`src/design/spi_pin_pkg.sv`:
```
// Purpose: shared constants and carriers for the spi pin port
// Assumes: four shared port e lines, serial function by default
// Notes:   no registers reached by software
package spi_pin_pkg;
  localparam int          WORD_W        = 8;
  localparam int          FIFO_DEPTH    = 16;
  localparam int          CLK_MHZ       = 40;
  localparam int          SCLK_HALF_NS  = 100;
  localparam int          SCLK_HALF_CYC = (SCLK_HALF_NS * CLK_MHZ + 999) / 1000;
  localparam logic [3:0]  GP_SEL_RST    = 4'h0;
  localparam logic [3:0]  GP_DIR_RST    = 4'h0;
  localparam logic [3:0]  GP_OUT_RST    = 4'h0;
  localparam int          LINE_SCLK     = 0;
  localparam int          LINE_MOSI     = 1;
  localparam int          LINE_MISO     = 2;
  localparam int          LINE_SS       = 3;

  typedef struct packed {
    logic [3:0] gp_sel;
    logic [3:0] gp_dir;
    logic [3:0] gp_out;
  } pin_cfg_t;

  typedef struct packed {
    logic [3:0] in;
    logic [3:0] out;
    logic [3:0] oe;
  } pin_bus_t;
endpackage : spi_pin_pkg

```
`src/design/spi_byte_fifo.sv`:
```
// Purpose: small synchronous fifo for transmit words
// Assumes: single clock, synchronous active high reset
// Notes:   one slot is not wasted; count tracks fill
`timescale 1ns/1ps
module spi_byte_fifo #(
  parameter int WIDTH = 8,
  parameter int DEPTH = 16
) (
  // clock and reset
  input  wire logic             clk_in,
  input  wire logic             rst_in,
  // fill side
  input  wire logic             wr_valid_in,
  output logic                  wr_ready_out,
  input  wire logic [WIDTH-1:0] wr_data_in,
  // drain side
  output logic                  rd_valid_out,
  input  wire logic             rd_ready_in,
  output logic [WIDTH-1:0]      rd_data_out
);
  localparam int AW = $clog2(DEPTH);
  logic [WIDTH-1:0] mem_reg [DEPTH];
  logic [AW-1:0]    wp_reg, wp_next, rp_reg, rp_next;
  logic [AW:0]      cnt_reg, cnt_next;
  logic             wr_go, rd_go;

  always_comb begin
    wr_go    = wr_valid_in && (cnt_reg != (AW+1)'(DEPTH));
    rd_go    = rd_ready_in && (cnt_reg != '0);
    wp_next  = wr_go ? wp_reg + 1'b1 : wp_reg;
    rp_next  = rd_go ? rp_reg + 1'b1 : rp_reg;
    cnt_next = cnt_reg + (AW+1)'(wr_go) - (AW+1)'(rd_go);
  end

  always_ff @(posedge clk_in) begin
    if (rst_in) begin
      wp_reg  <= '0;
      rp_reg  <= '0;
      cnt_reg <= '0;
    end else begin
      wp_reg  <= wp_next;
      rp_reg  <= rp_next;
      cnt_reg <= cnt_next;
    end
    if (wr_go) mem_reg[wp_reg] <= wr_data_in;
  end

  assign wr_ready_out = (cnt_reg != (AW+1)'(DEPTH));
  assign rd_valid_out = (cnt_reg != '0);
  assign rd_data_out  = mem_reg[rp_reg];
endmodule : spi_byte_fifo

```
`src/design/spi_port_pin_interface.sv`:
```
// Purpose: spi port pins with master and slave directions and gp reuse
// Assumes: pins arrive unsynchronised; mode 0 (capture rising, shift falling)
// Notes:   link clock is sampled by clk_in, so slave sclk must stay slow
// Contract
// RULE1: as master miso is an input, as slave the device drives miso.
// RULE2: an unselected slave releases miso to high impedance.
// RULE3: as master mosi is driven out, as slave mosi is sampled.
// RULE4: each mosi bit is set a half serial clock period before its capture edge.
// RULE5: as master the device drives sclk to clock its slaves.
// RULE6: as slave sclk is an input from the outside master that times transfers.
// RULE7: as master ss is watched to detect another master, not as a select.
// RULE8: as slave the device takes part only while ss is asserted low.
// RULE9: after reset all four shared lines carry the serial function.
// RULE10: each line may be moved to gp use with its own direction.
// RULE11: a line in gp use reads inactive to the serial logic and is not driven by it; sclk_fall still takes the raw s3_reg sclk bit.
`timescale 1ns/1ps
module spi_port_pin_interface #(
  parameter int WIDTH = spi_pin_pkg::WORD_W,
  parameter int DEPTH = spi_pin_pkg::FIFO_DEPTH
) (
  // clock and reset
  input  wire logic                  clk_in,
  input  wire logic                  rst_in,
  // mode and pin configuration
  input  wire logic                  master_mode_in,
  input  wire spi_pin_pkg::pin_cfg_t pin_cfg_in,
  // transmit words
  input  wire logic                  tx_valid_in,
  output logic                       tx_ready_out,
  input  wire logic [WIDTH-1:0]      tx_data_in,
  // received words
  output logic                       rx_valid_out,
  output logic [WIDTH-1:0]           rx_data_out,
  // status
  output logic                       busy_out,
  output logic                       mode_fault_out,
  output logic [3:0]                 gp_in_out,
  // pins: in, out, enable per line
  input  wire logic [3:0]            pin_in,
  output logic [3:0]                 pin_out,
  output logic [3:0]                 pin_oe_out
);
  localparam int CW = $clog2(WIDTH + 1);
  localparam int HW = $clog2(spi_pin_pkg::SCLK_HALF_CYC + 1);
  localparam logic [HW-1:0] HALF = HW'(spi_pin_pkg::SCLK_HALF_CYC);

  typedef enum logic [1:0] {IDLE, LOW_HALF, HIGH_HALF} st_t;

  logic [3:0] s1_reg, s2_reg, s3_reg;
  logic [3:0] srv;
  logic       ss_n, sclk_rise, sclk_fall, selected;

  // two-stage sync, third stage only for edge finding
  always_ff @(posedge clk_in) begin
    if (rst_in) begin
      s1_reg <= 4'hf;
      s2_reg <= 4'hf;
      s3_reg <= 4'hf;
    end else begin
      s1_reg <= pin_in;
      s2_reg <= s1_reg;
      s3_reg <= s2_reg;
    end
  end

  always_comb begin
    // gp lines read idle in srv, but a high gp sclk line still gives sclk_fall
    srv = s2_reg;                                              // [RULE11]
    if (pin_cfg_in.gp_sel[spi_pin_pkg::LINE_SS]) srv[spi_pin_pkg::LINE_SS] = 1'b1; // [RULE11]
    if (pin_cfg_in.gp_sel[spi_pin_pkg::LINE_SCLK]) srv[spi_pin_pkg::LINE_SCLK] = 1'b0; // [RULE11]
    if (pin_cfg_in.gp_sel[spi_pin_pkg::LINE_MOSI]) srv[spi_pin_pkg::LINE_MOSI] = 1'b0; // [RULE11]
    if (pin_cfg_in.gp_sel[spi_pin_pkg::LINE_MISO]) srv[spi_pin_pkg::LINE_MISO] = 1'b0; // [RULE11]
    ss_n      = srv[spi_pin_pkg::LINE_SS];
    selected  = !master_mode_in && !ss_n;                      // [RULE8]
    sclk_rise = srv[spi_pin_pkg::LINE_SCLK] && !s3_reg[spi_pin_pkg::LINE_SCLK]; // [RULE6]
    sclk_fall = !srv[spi_pin_pkg::LINE_SCLK] && s3_reg[spi_pin_pkg::LINE_SCLK]; // [RULE6]
  end

  // transmit buffer
  logic             fifo_valid, fifo_pop;
  logic [WIDTH-1:0] fifo_data;

  spi_byte_fifo #(.WIDTH(WIDTH), .DEPTH(DEPTH)) u_fifo (
    .clk_in       (clk_in),
    .rst_in       (rst_in),
    .wr_valid_in  (tx_valid_in),
    .wr_ready_out (tx_ready_out),
    .wr_data_in   (tx_data_in),
    .rd_valid_out (fifo_valid),
    .rd_ready_in  (fifo_pop),
    .rd_data_out  (fifo_data)
  );

  // shift engine
  st_t              st_reg, st_next;
  logic [WIDTH-1:0] sh_reg, sh_next, rx_reg, rx_next;
  logic [CW-1:0]    bit_reg, bit_next;
  logic [HW-1:0]    div_reg, div_next;
  logic             sclk_reg, sclk_next, fault_reg, fault_next;
  logic             rxv_reg, rxv_next, act_reg, act_next, busy_reg, busy_next;
  logic             din;

  always_comb begin
    st_next    = st_reg;
    sh_next    = sh_reg;
    rx_next    = rx_reg;
    bit_next   = bit_reg;
    div_next   = div_reg;
    sclk_next  = sclk_reg;
    fault_next = fault_reg;
    rxv_next   = 1'b0;
    act_next   = act_reg;
    fifo_pop   = 1'b0;
    din        = master_mode_in ? srv[spi_pin_pkg::LINE_MISO]   // [RULE1]
                                : srv[spi_pin_pkg::LINE_MOSI];  // [RULE3]
    if (master_mode_in) begin
      act_next = 1'b0;
      case (st_reg)
        IDLE: begin
          sclk_next = 1'b0;
          // low ss from another master blocks a start
          if (!ss_n) begin
            fault_next = 1'b1;                                 // [RULE7]
          end else if (fifo_valid) begin
            // first bit put out a half period before the first rise
            sh_next   = fifo_data;                             // [RULE4]
            fifo_pop  = 1'b1;
            bit_next  = '0;
            div_next  = HALF;
            st_next   = LOW_HALF;
          end
        end
        LOW_HALF: begin
          if (div_reg > HW'(1)) begin
            div_next = div_reg - 1'b1;
          end else begin
            sclk_next = 1'b1;                                  // [RULE5]
            rx_next   = {rx_reg[WIDTH-2:0], din};              // [RULE1]
            div_next  = HALF;
            st_next   = HIGH_HALF;
          end
        end
        HIGH_HALF: begin
          if (div_reg > HW'(1)) begin
            div_next = div_reg - 1'b1;
          end else begin
            sclk_next = 1'b0;                                  // [RULE5]
            div_next  = HALF;
            if (bit_reg == CW'(WIDTH - 1)) begin
              rxv_next = 1'b1;
              st_next  = IDLE;
            end else begin
              bit_next = bit_reg + 1'b1;
              sh_next  = {sh_reg[WIDTH-2:0], 1'b0};            // [RULE4]
              st_next  = LOW_HALF;
            end
          end
        end
        default: st_next = IDLE;
      endcase
      if (!ss_n && st_reg != IDLE) begin
        fault_next = 1'b1;                                     // [RULE7]
        sclk_next  = 1'b0;
        st_next    = IDLE;
      end
    end else begin
      st_next   = IDLE;
      sclk_next = 1'b0;
      if (!selected) begin
        act_next = 1'b0;                                       // [RULE8]
        bit_next = '0;
      end else begin
        if (!act_reg) begin
          act_next = 1'b1;
          bit_next = '0;
          sh_next  = fifo_valid ? fifo_data : '0;
          fifo_pop = fifo_valid;
        end
        if (sclk_rise) begin
          rx_next = {rx_reg[WIDTH-2:0], din};                  // [RULE3]
          if (bit_reg == CW'(WIDTH - 1)) begin
            rxv_next = 1'b1;
            bit_next = '0;
          end else begin
            bit_next = bit_reg + 1'b1;
          end
        end
        if (sclk_fall && act_reg) begin
          if (bit_reg == '0) begin
            sh_next  = fifo_valid ? fifo_data : '0;
            fifo_pop = fifo_valid;
          end else begin
            sh_next = {sh_reg[WIDTH-2:0], 1'b0};
          end
        end
      end
    end
    busy_next = (st_next != IDLE) || act_next;
  end

  always_ff @(posedge clk_in) begin
    if (rst_in) begin
      st_reg    <= IDLE;
      sh_reg    <= '0;
      rx_reg    <= '0;
      bit_reg   <= '0;
      div_reg   <= '0;
      sclk_reg  <= 1'b0;
      fault_reg <= 1'b0;
      rxv_reg   <= 1'b0;
      act_reg   <= 1'b0;
      busy_reg  <= 1'b0;
    end else begin
      st_reg    <= st_next;
      sh_reg    <= sh_next;
      rx_reg    <= rx_next;
      bit_reg   <= bit_next;
      div_reg   <= div_next;
      sclk_reg  <= sclk_next;
      fault_reg <= fault_next;
      rxv_reg   <= rxv_next;
      act_reg   <= act_next;
      busy_reg  <= busy_next;
    end
  end

  // pin drivers, registered
  logic [3:0] po_reg, po_next, oe_reg, oe_next, gpi_reg;

  always_comb begin
    po_next = 4'h0;
    oe_next = 4'h0;
    po_next[spi_pin_pkg::LINE_SCLK] = sclk_reg;
    oe_next[spi_pin_pkg::LINE_SCLK] = master_mode_in;          // [RULE5] [RULE6]
    po_next[spi_pin_pkg::LINE_MOSI] = sh_reg[WIDTH-1];
    oe_next[spi_pin_pkg::LINE_MOSI] = master_mode_in;          // [RULE3]
    po_next[spi_pin_pkg::LINE_MISO] = sh_reg[WIDTH-1];
    oe_next[spi_pin_pkg::LINE_MISO] = selected;                // [RULE1] [RULE2]
    for (int i = 0; i < 4; i++) begin
      if (pin_cfg_in.gp_sel[i]) begin
        po_next[i] = pin_cfg_in.gp_out[i];                     // [RULE10]
        oe_next[i] = pin_cfg_in.gp_dir[i];                     // [RULE10] [RULE11]
      end
    end
  end

  always_ff @(posedge clk_in) begin
    if (rst_in) begin
      po_reg  <= 4'h0;
      oe_reg  <= 4'h0;                                         // [RULE9]
      gpi_reg <= 4'h0;
    end else begin
      po_reg  <= po_next;
      oe_reg  <= oe_next;
      gpi_reg <= s2_reg;
    end
  end

  assign pin_out        = po_reg;
  assign pin_oe_out     = oe_reg;
  assign gp_in_out      = gpi_reg;
  assign rx_valid_out   = rxv_reg;
  assign rx_data_out    = rx_reg;
  assign busy_out       = busy_reg;
  assign mode_fault_out = fault_reg;
endmodule : spi_port_pin_interface

```
`config.mk`:
```
export PLATFORM = sky130hd
export DESIGN_NAME = spi_port_pin_interface
export DESIGN_NICKNAME = d
export VERILOG_FILES = /design/src/design/spi_pin_pkg.sv /design/src/design/spi_byte_fifo.sv /design/src/design/spi_port_pin_interface.sv
export SDC_FILE = /design/constraint.sdc
export NUM_CORES = 1
export LEC_CHECK = 0
export BUFFER_PORTS_ARGS = -buffer_cell sky130_fd_sc_hd__buf_2
export CAP_MARGIN = 0
export CORE_MARGIN = 2
export CORE_UTILIZATION = 65
export DETAILED_ROUTE_END_ITERATION = 8
export GPL_TIMING_DRIVEN = 0
export PLACE_DENSITY = 0.95
export SETUP_SLACK_MARGIN = 0.5
export SLEW_MARGIN = 20
export SYNTH_ARGS = -nofsm -noshare
export SYNTH_HDL_FRONTEND = slang
export SYNTH_SLANG_ARGS = --single-unit
```
`constraint.sdc`:
```
create_clock -name clk_in -period 7.1 [get_ports clk_in]
set_clock_uncertainty 0.05 [all_clocks]
set_input_delay 1.065 -clock clk_in [delete_from_list [all_inputs] [get_ports clk_in]]
set_output_delay 1.065 -clock clk_in [all_outputs]
set_load 0.05 [all_outputs]
```
# Word level (Yosys, flattened, before mapping)
# Memories as Yosys holds them, arrays and structs flattened. A register that Yosys moved wholly into a read port is not among the register bits.
# Cells that the tools add are included.
# op_classes
n_mux	75
n_eq_ne	18
shifts	0
add_sub_neg	6
reduce_logical	31
n_div	0
mul	0
bitwise	2
n_lt_le_gt_ge	1
# ops
operator	count
2-to-1 mux 8 bit	15
2-to-1 mux 4 bit	11
2-to-1 mux 1 bit	35
one-hot mux 8 bit (2 select lines)	1
adder 4 x 1 -> 4 bit (second input constant)	3
2-to-1 mux 2 bit	6
inequality test 3 bit (second input constant)	4
nonzero test 2 bit	6
inequality test 2 bit (second input constant)	5
2-to-1 mux 3 bit	3
one-hot mux 4 bit (2 select lines)	1
AND reduction 4 bit	2
logical AND 1 bit	7
AND reduction 7 bit	1
one-hot mux 2 bit (3 select lines)	1
one-hot mux 3 bit (2 select lines)	1
AND reduction 3 bit	2
AND reduction 6 bit	1
adder 5 x 1 -> 5 bit	1
inequality test 5 bit (second input constant)	1
nonzero test 5 bit	1
subtractor 5 x 1 -> 5 bit	1
== test 4 x 3 -> 1 bit (second input constant)	1
logical NOT 1 bit	4
16 further kinds	19
# word_totals
mem_count	1
latch_bits	0
ram_bits	128
input_bits	28
mem_bits_ro	0
output_inout_bits	24
reg_bits	64
elab_cells	155
# memory_table
memory	words	word_bits	rd	rd_clocked_by_memory_dff	wr	line	source
u_fifo.mem_reg	16	8	1	1	1	spi_byte_fifo.sv:22	logic [WIDTH-1:0] mem_reg [DEPTH];

# Longest topological paths before layout
# Gate-level depths: netlist of run 1.
# depth
ltp_word	10
mapped_depth	16
ltp_nobuf	16

# Modules after synthesis
# A second synthesis of run 1 with hierarchy kept.
# unflattened
cells_unflattened	557
hier_area_um2	8303.0
# by_module_without_submodules
mod	area_each_um2	n_inst	seq_area_each_um2	cells_each
spi_byte_fifo	5811.8	1	4184.0	308
spi_port_pin_interface	2491.1	1	1021.0	249

# Worst setup path after synthesis of run 1
# Ideal clock, no wire load.
# synth_path
path_kind	input to register
from	input pin_cfg_in[11] (netlist name)
to	register u_fifo.cnt_reg[4]
n_path_buf	0
path_slack_ns	3.825
arrival_ns	3.154
required_time_ns	6.980
setup_time_ns	0.070
path_stages	14
path_cell_list	or2_2 -> nand3_1 -> o31a_1 -> nor2_1 -> ha_1 -> inv_1 -> ha_1 -> inv_1 -> fa_1 -> inv_1 -> a21oi_1 -> nor2_1 -> or3_1 -> a21oi_1
# synth_via
elab_chain_len	7
word_cells_on_any_way	9
classes_between	add/sub: 1; mux: 5; reduce/logical: 3
# synth_lines
element	line	source
from (decl)	spi_port_pin_interface.sv:26	input wire spi_pin_pkg::pin_cfg_t pin_cfg_in,
2-to-1 mux 1 bit (*)	spi_port_pin_interface.sv:69	if (pin_cfg_in.gp_sel[spi_pin_pkg::LINE_SS]) srv[spi_pin_pkg::LINE_SS] = 1'b1;
logical NOT 1 bit	spi_port_pin_interface.sv:74	selected = !master_mode_in && !ss_n;
logical AND 1 bit	spi_port_pin_interface.sv:74	
2-to-1 mux 1 bit	spi_port_pin_interface.sv:169	if (!selected) begin
2-to-1 mux 1 bit (*)	spi_port_pin_interface.sv:116	if (master_mode_in) begin
logical AND 1 bit (*)	spi_byte_fifo.sv:29	rd_go = rd_ready_in && (cnt_reg != '0);
subtractor 5 x 1 -> 5 bit (*)	spi_byte_fifo.sv:32	cnt_next = cnt_reg + (AW+1)'(wr_go) - (AW+1)'(rd_go);
to (signal assigned)	spi_byte_fifo.sv:43	cnt_reg <= cnt_next;
to (decl)	spi_byte_fifo.sv:24	logic [AW:0] cnt_reg, cnt_next;
# Every way passes the cells marked *; elsewhere a longest branch is shown, timed or not.
# A chain may end at the register's enable or synchronous reset.

# Worst setup path after layout of run 1
# Ends and elaborated chain as after synthesis.

==> results_dict.tcl, run 1 <==
set metrics [dict create \
    crit_arrival_ns 3.67 \
    synth_edf_count 128 \
    cts_hold_buf 0 \
    yosysSeqAreaShare 0.647 \
    grt_pass1_wl_mm 27.3 \
    synthCells 534 \
    synth_nets 582 \
    cap_violations 0 \
    hold_slack_ns 0.363 \
    cpLargestDelayFamily "simple AND/OR/NAND/NOR gates" \
    diodes 0 \
    reg2reg_setup_slack_ns 3.93 \
    ctsRootBufferMaster "clkbuf_16" \
    vias_per_cell 6.27 \
    outcome "finished, final reports clean" \
    fin_crit_ns 3.36 \
    leakage_uw 0.00325 \
    rr_worst_depth 16 \
    synth_top_area_cell "edfxtp_1" \
    synth_compound_area_frac 0.0644 \
    max_stage_delay_ns 0.35 \
    ioPinCount 52 \
    fin_crit_sh 0.473 \
    die_area_sq_mm 0.0133 \
    slowest_stage "or2_2" \
    wl_per_cell_um 22.3 \
    drc 0 \
    fin_nets 652 \
    ir_drop_mv 0.239 \
    async_reset_ff_frac 0 \
    cts.sinks 196 \
    path_clk_slew_ns 0.07 \
    die_h_um 115 \
    grt_start_max_net_pins 17 \
    synth_common_cells "edfxtp_1, dfxtp_1, nor2_1" \
    synth.mux.area_fraction 0.132 \
    ys_ff_latch 196 \
    path_depth 15 \
    synth_flop_cell "edfxtp_1" \
    largest_register_ffs 128 \
    crit_chain "buf_2 -> or2_2 -> nand3_1 -> o31a_1 -> nor2_1 -> ha_1 -> inv_1 -> ha_1 -> inv_1 -> fa_1 -> inv_1 -> a21oi_1 -> nor2_1 -> or3_1 -> a21oi_1" \
    cts_buffer_depth 2 \
    regArea_sq_mm 0.00520 \
    num-fill-cells 623 \
    synth_area_sq_mm 0.00805 \
    power_density_mw_per_mm2 311 \
    cts_resized 0 \
    cts_tree "done" \
    synth_top_area_frac 0.478 \
    r2r_start "bit_reg[0]" \
    grt_pass1_vias 4951 \
    setup_viol 0 \
    grt_usage 0.285 \
    fmax_mhz 298 \
    synth_cell_types 64 \
    layout-area-overhead-vs-synth_pct 13.4 \
    synth_area_leaders "edfxtp_1, dfxtp_1, mux4_2, mux2i_1, ha_1" \
    crit_end "u_fifo.cnt_reg[4]" \
    cp-end-kind "flop" \
    clk-insertion-delay-late_ns 0.43 \
    die_w_um 115 \
    rr_endpoint "u_fifo.cnt_reg[4]" \
    place_congestion 0.897 \
    synth_top_family_by_area "multiplexers" \
    drt-total-wl_mm 17.5 \
    critical_path_class "in2reg" \
    postRouteAntennaNets 0 \
    overflow 0 \
    tns_ns 0 \
    hold_class "reg2reg" \
    hold_viol_final 0 \
    synth-simple-area-share 0.0855 \
    drt_pass1_iterations 5 \
    worstSetupStartpoint "pin_cfg_in[11]" \
    drt_iter0_drc 630 \
    drv_slew 0 \
    rows 40 \
    post-cts-setup-buffers 0 \
    instances_no_fill 785 \
    synth_area_per_cell_sq_um 15.1 \
    yosysMostFrequentCell "edfxtp_1" \
    multi_input_area_sq_mm 0.00261 \
    layout-drive-gt1-share 0.229 \
    num_vias 4919 \
    synth_xor_xnor_area_share 0.00762 \
    antenna_found_initial 0 \
    worstMarginPinSlew_ns 1.03 \
    cp_common_cell "inv_1" \
    io_buffers 51 \
    required_ns 7.41 \
    yosys_warnings 0 \
    start_util 0.667 \
    worstSetupStartpointType "input port" \
    path_buf_inv 4 \
    dp_cells 753 \
    slew_headroom 0.311 \
    cts_made_buffers 17 \
    core_sq_mm 0.0121 \
    synthAdderAreaFrac 0.0320 \
    cts_max_level 4 \
    dp_hpwl_mm 11.1 \
    rsz0062_at_grt "false" \
    path_max_fanout 9 \
]
-- metal layers --
metal  part of all wire  track usage  vias up  wire length (um)
li1                   -            -     2163                 -
met1               0.38        0.354     2418              6630
met2               0.51        0.482      287              8850
met3              0.086       0.0722       51              1510
met4              0.028        0.120        0               486
met5                  0            0        -                 0
-- where the power goes --
group / switching [uW] / total [uW] / internal (uW)
clock network: 402 / 957 / 555
registers: 41.1 / 1320 / 1280
logic: 309 / 558 / 249
total: 752 / 2840 / 2080
-- how the worst min path moves through the flow --
stage,cells past startpoint,to,startpoint
after floorplan,1,s2_reg[0],s1_reg[0]
after global routing,1,s2_reg[1],s1_reg[1]
after global placement,1,s2_reg[2],s1_reg[2]
final,1,s2_reg[1],s1_reg[1]
after CTS,1,s2_reg[1],s1_reg[1]
after detailed placement,1,s2_reg[1],s1_reg[1]
-- cell usage in the layout, fill, tap and decap left out, drive strengths merged, types with 18 or more instances in the layout --
cell,Yosys,layout
mux4,34,34
dfxtp,68,68
ha,19,19
mux2i,27,27
clkbuf,7,27
edfxtp,128,128
nor2,44,44
a21oi,18,18
buf,14,65
inv,23,26
-- stage by stage --
step | instance area [sq um] | utilization | setup WS (ns) | total power, uW
3_5_place_dp | 8530 | 0.708 | 3.36 | 1890
2_1_floorplan | 8050 | - | 3.83 | 1750
5_1_grt | 9120 | 0.756 | 3.57 | 2940
6_report | 9120 | 0.756 | 3.74 | 2840
4_1_cts | 9120 | 0.756 | 3.79 | 2840
3_3_place_gp | 8510 | 0.706 | 3.50 | 1850
-- area by class of cell --
class	count	share of cell area
multi-input cells	288	0.286
clock buffers	20	0.0479
flip-flops and latches	196	0.570
clock inverters	12	0.0167
well taps	168	0.0230
repair buffers	51	0.0280
inverters	28	0.0115
plain buffers	22	0.0162
-- cells by family (layout without fill, tap and decap cells) --
family | count (synthesis) | after routing
AOI/OAI and AO/OA | 72 | 72
DFF | 196 | 196
muxes | 61 | 61
buffers and inverters | 50 | 133
xor gates and xnor gates | 7 | 7
adders and majority gates | 20 | 20
and+or+nand+nor | 128 | 128
-- worst register-to-register path, delay by kind of cell, from the launching register on --
kind | cells | cell delay (ns)
adder cells (fa/ha/maj) | 4 | 0.99
buffers and inverters | 4 | 0.33
flip-flops | 1 | 0.34
AND/OR/NAND/NOR | 5 | 0.87
AO/OA/AOI/OAI | 3 | 0.47
Power figures use the tool's default switching activity.
==> inputs of run 2 (changes only) <==
--- a/config.mk
+++ b/config.mk
@@ -5,13 +5,14 @@
 export SDC_FILE = /design/constraint.sdc
 export NUM_CORES = 1
 export LEC_CHECK = 0
+export ABC_AREA = 1
 export BUFFER_PORTS_ARGS = -buffer_cell sky130_fd_sc_hd__buf_2
 export CAP_MARGIN = 0
 export CORE_MARGIN = 2
-export CORE_UTILIZATION = 65
+export CORE_UTILIZATION = 55
 export DETAILED_ROUTE_END_ITERATION = 8
 export GPL_TIMING_DRIVEN = 0
-export PLACE_DENSITY = 0.95
+export PLACE_DENSITY = 0.86
 export SETUP_SLACK_MARGIN = 0.5
 export SLEW_MARGIN = 20
 export SYNTH_ARGS = -nofsm -noshare
==> constraint.sdc (replaced) <==
create_clock -name clk_in -period 3 [get_ports clk_in]
set_clock_uncertainty 0.05 [all_clocks]
set_input_delay 0.45 -clock clk_in [delete_from_list [all_inputs] [get_ports clk_in]]
set_output_delay 0.45 -clock clk_in [all_outputs]
set_load 0.05 [all_outputs]
==> results_dict.tcl, run 2 <==
set metrics [dict create \
    outcome "finished, final reports clean" \
    setup_viol 0 \
    hold_viol_final 0 \
    grt_usage 0.252 \
    path_max_fanout 2 \
    fin_crit_sh 0.811 \
    drv_slew 0 \
    synthCells 910 \
    drt_iter0_drc 615 \
    yosys_warnings 0 \
    num_vias 6547 \
    crit_chain "inv_2 -> ha_4 -> nand3_4 -> o21ai_2 -> nand3_2 -> nand2_4 -> ha_4 -> inv_4 -> ha_4 -> inv_2 -> fa_2 -> nor2_2 -> o21bai_1 -> and3_1 -> nor3_1" \
    tns_ns 0 \
    grt_pass1_wl_mm 31.3 \
    wl_per_cell_um 17.1 \
    fin_nets 1038 \
    ioPinCount 52 \
    synth_area_per_cell_sq_um 9.38 \
    synth_area_leaders "edfxtp_1, dfxtp_1, nand2_1, nand3_1, inv_1" \
    hold_slack_ns 0.147 \
    start_util 0.561 \
    cts_tree "done" \
    rows 45 \
    grt_pass1_vias 6245 \
    power_density_mw_per_mm2 784 \
    crit_arrival_ns 2.74 \
    synth_nets 958 \
    die_h_um 129 \
    slew_headroom 0.400 \
    cap_violations 0 \
    drc 0 \
    leakage_uw 0.00431 \
    synth_edf_count 128 \
    design_area_sq_mm 0.00986 \
    io_buffers 50 \
    placed_cell_area_sq_mm 0.00902 \
    cts_max_level 4 \
    fin_crit_ns 2.43 \
    postRouteAntennaNets 0 \
    worstSetupStartpointType "flop" \
    die_w_um 129 \
    synth_cell_types 38 \
    drt-total-wl_mm 20.4 \
    synth_area_sq_mm 0.00853 \
    die_area_sq_mm 0.0165 \
    post-route-util 0.648 \
    final_common_cell "nand2_1" \
    ctsRootBufferMaster "clkbuf_16" \
    ir_drop_mv 0.427 \
    final_cell_mix "nand2_1, edfxtp_1, inv_1, nor2_1, nand3_1" \
    cts_made_buffers 17 \
    vias_per_cell 5.50 \
    layout-area-overhead-vs-synth_pct 15.5 \
    synth_common_cells "nand2_1, edfxtp_1, inv_1" \
    core_sq_mm 0.0152 \
    hold_class "in2reg" \
    yosysMostFrequentCell "nand2_1" \
    clk-insertion-delay-late_ns 0.44 \
    overflow 0 \
    antenna_found_initial 0 \
    synth_flop_cell "edfxtp_1" \
    required_ns 3.30 \
    async_reset_ff_frac 0 \
    ys_ff_latch 196 \
    largest_register_ffs 128 \
    synth_top_area_cell "edfxtp_1" \
    place_congestion 1.03 \
    reg2reg_setup_slack_ns 0.57 \
    dp_hpwl_mm 13.5 \
    cp_common_cell "ha_4" \
    rsz0062_at_grt "true" \
    yosysSeqAreaShare 0.610 \
    synth_top_area_frac 0.450 \
    num-fill-cells 1139 \
    critical_path_class "reg2reg" \
    cts_buffer_depth 2 \
    power_uw 7730 \
    drt_pass1_iterations 5 \
    cts.sinks 196 \
    cts_hold_buf 0 \
    diodes 0 \
    slowest_stage "fa_2" \
    worstMarginPinSlew_ns 0.897 \
    fmax_mhz 411 \
    max_stage_delay_ns 0.37 \
    grt_start_max_net_pins 17 \
    path_clk_slew_ns 0.07 \
    layout-drive-gt1-share 0.171 \
    cp-end-kind "flop" \
]
[run 2: cell types whose count changed in the layout (fill, tap and decap cells not counted), sizes merged, moves of 10 or more]
cell,previous run,this run
nor2b,10,0
mux2i,27,0
nand2,12,276
nor2,44,89
a21oi,18,35
mux4,34,0
o21ai,12,34
buf,65,88
nand3,7,87
inv,26,107
[run 2: path summary, 6_finish.rpt]
path | startpoint | depth (start not counted) | to
worst min-delay path | pin_in[3] | 2 | s1_reg[3]
worst max-delay path | bit_reg[0] | 15 | u_fifo.cnt_reg[4]
worst max register to register | bit_reg[0] | 15 | u_fifo.cnt_reg[4]
worst min register to register | s1_reg[0] | 1 | s2_reg[0]
[run 2: cells by family (layout without fill, tap and decap cells)]
kind of cell / after synthesis / in the layout / synth area share
xor gates and xnor gates: 2 / 2 / 0.00205
adders and majority gates: 20 / 20 / 0.0302
DFF: 196 / 196 / 0.610
buffers and inverters: 140 / 233 / 0.0717
and+or+nand+nor: 472 / 472 / 0.233
AOI/OAI and AO/OA: 80 / 80 / 0.0534
[run 2: metal layers]
layer,up-vias,track usage,wire (um)
met4,0,0.132,732
met1,3059,0.313,8250
met2,311,0.417,9830
li1,3112,-,-
met3,65,0.0557,1570
met5,-,0,0
[run 2: worst max-delay path, delay by kind of cell (launching register included)]
family / cells / cell delay (ns)
buf+inv: 3 / 0.16
simple gates: 6 / 0.71
compound gates: 2 / 0.26
fa+ha+maj: 4 / 0.85
flops: 1 / 0.32
[run 2: report_power, final]
| group | leakage (uW) | switching, uW | internal [uW] |
|---|---|---|---|
| Sequential | 0.00172 | 94.2 | 3060 |
| Clock | 0.000303 | 984 | 1480 |
| Combinational | 0.00229 | 1410 | 706 |
| Total | 0.00431 | 2480 | 5240 |
[run 2: final cells by class]
class | instances | area [sq um] | share of cell area
plain buffers | 33 | 208 | 0.0211
clock buffers | 19 | 433 | 0.0439
clock inverters | 13 | 206 | 0.0209
inverters | 107 | 407 | 0.0413
multi-input cells | 574 | 2820 | 0.286
flip-flops and latches | 196 | 5210 | 0.529
well taps | 188 | 235 | 0.0239
repair buffers | 61 | 333 | 0.0338
[run 2: per-stage QoR]
step,setup WS (ns),instances
final,0.567,1191
after detailed placement,0.164,1148
after floorplan,0.514,910
after global routing,0.465,1191
after CTS,0.507,1188
after global placement,0.257,1148
[run 2: timing repair]
| item | in CTS | in global routing |
|---|---|---|
| pin swaps | 11 | 11 |
| gates resized for setup | 25 | 5 |
| setup endpoints to repair | 2 | 42 |
| setup buffers | 8 | 3 |
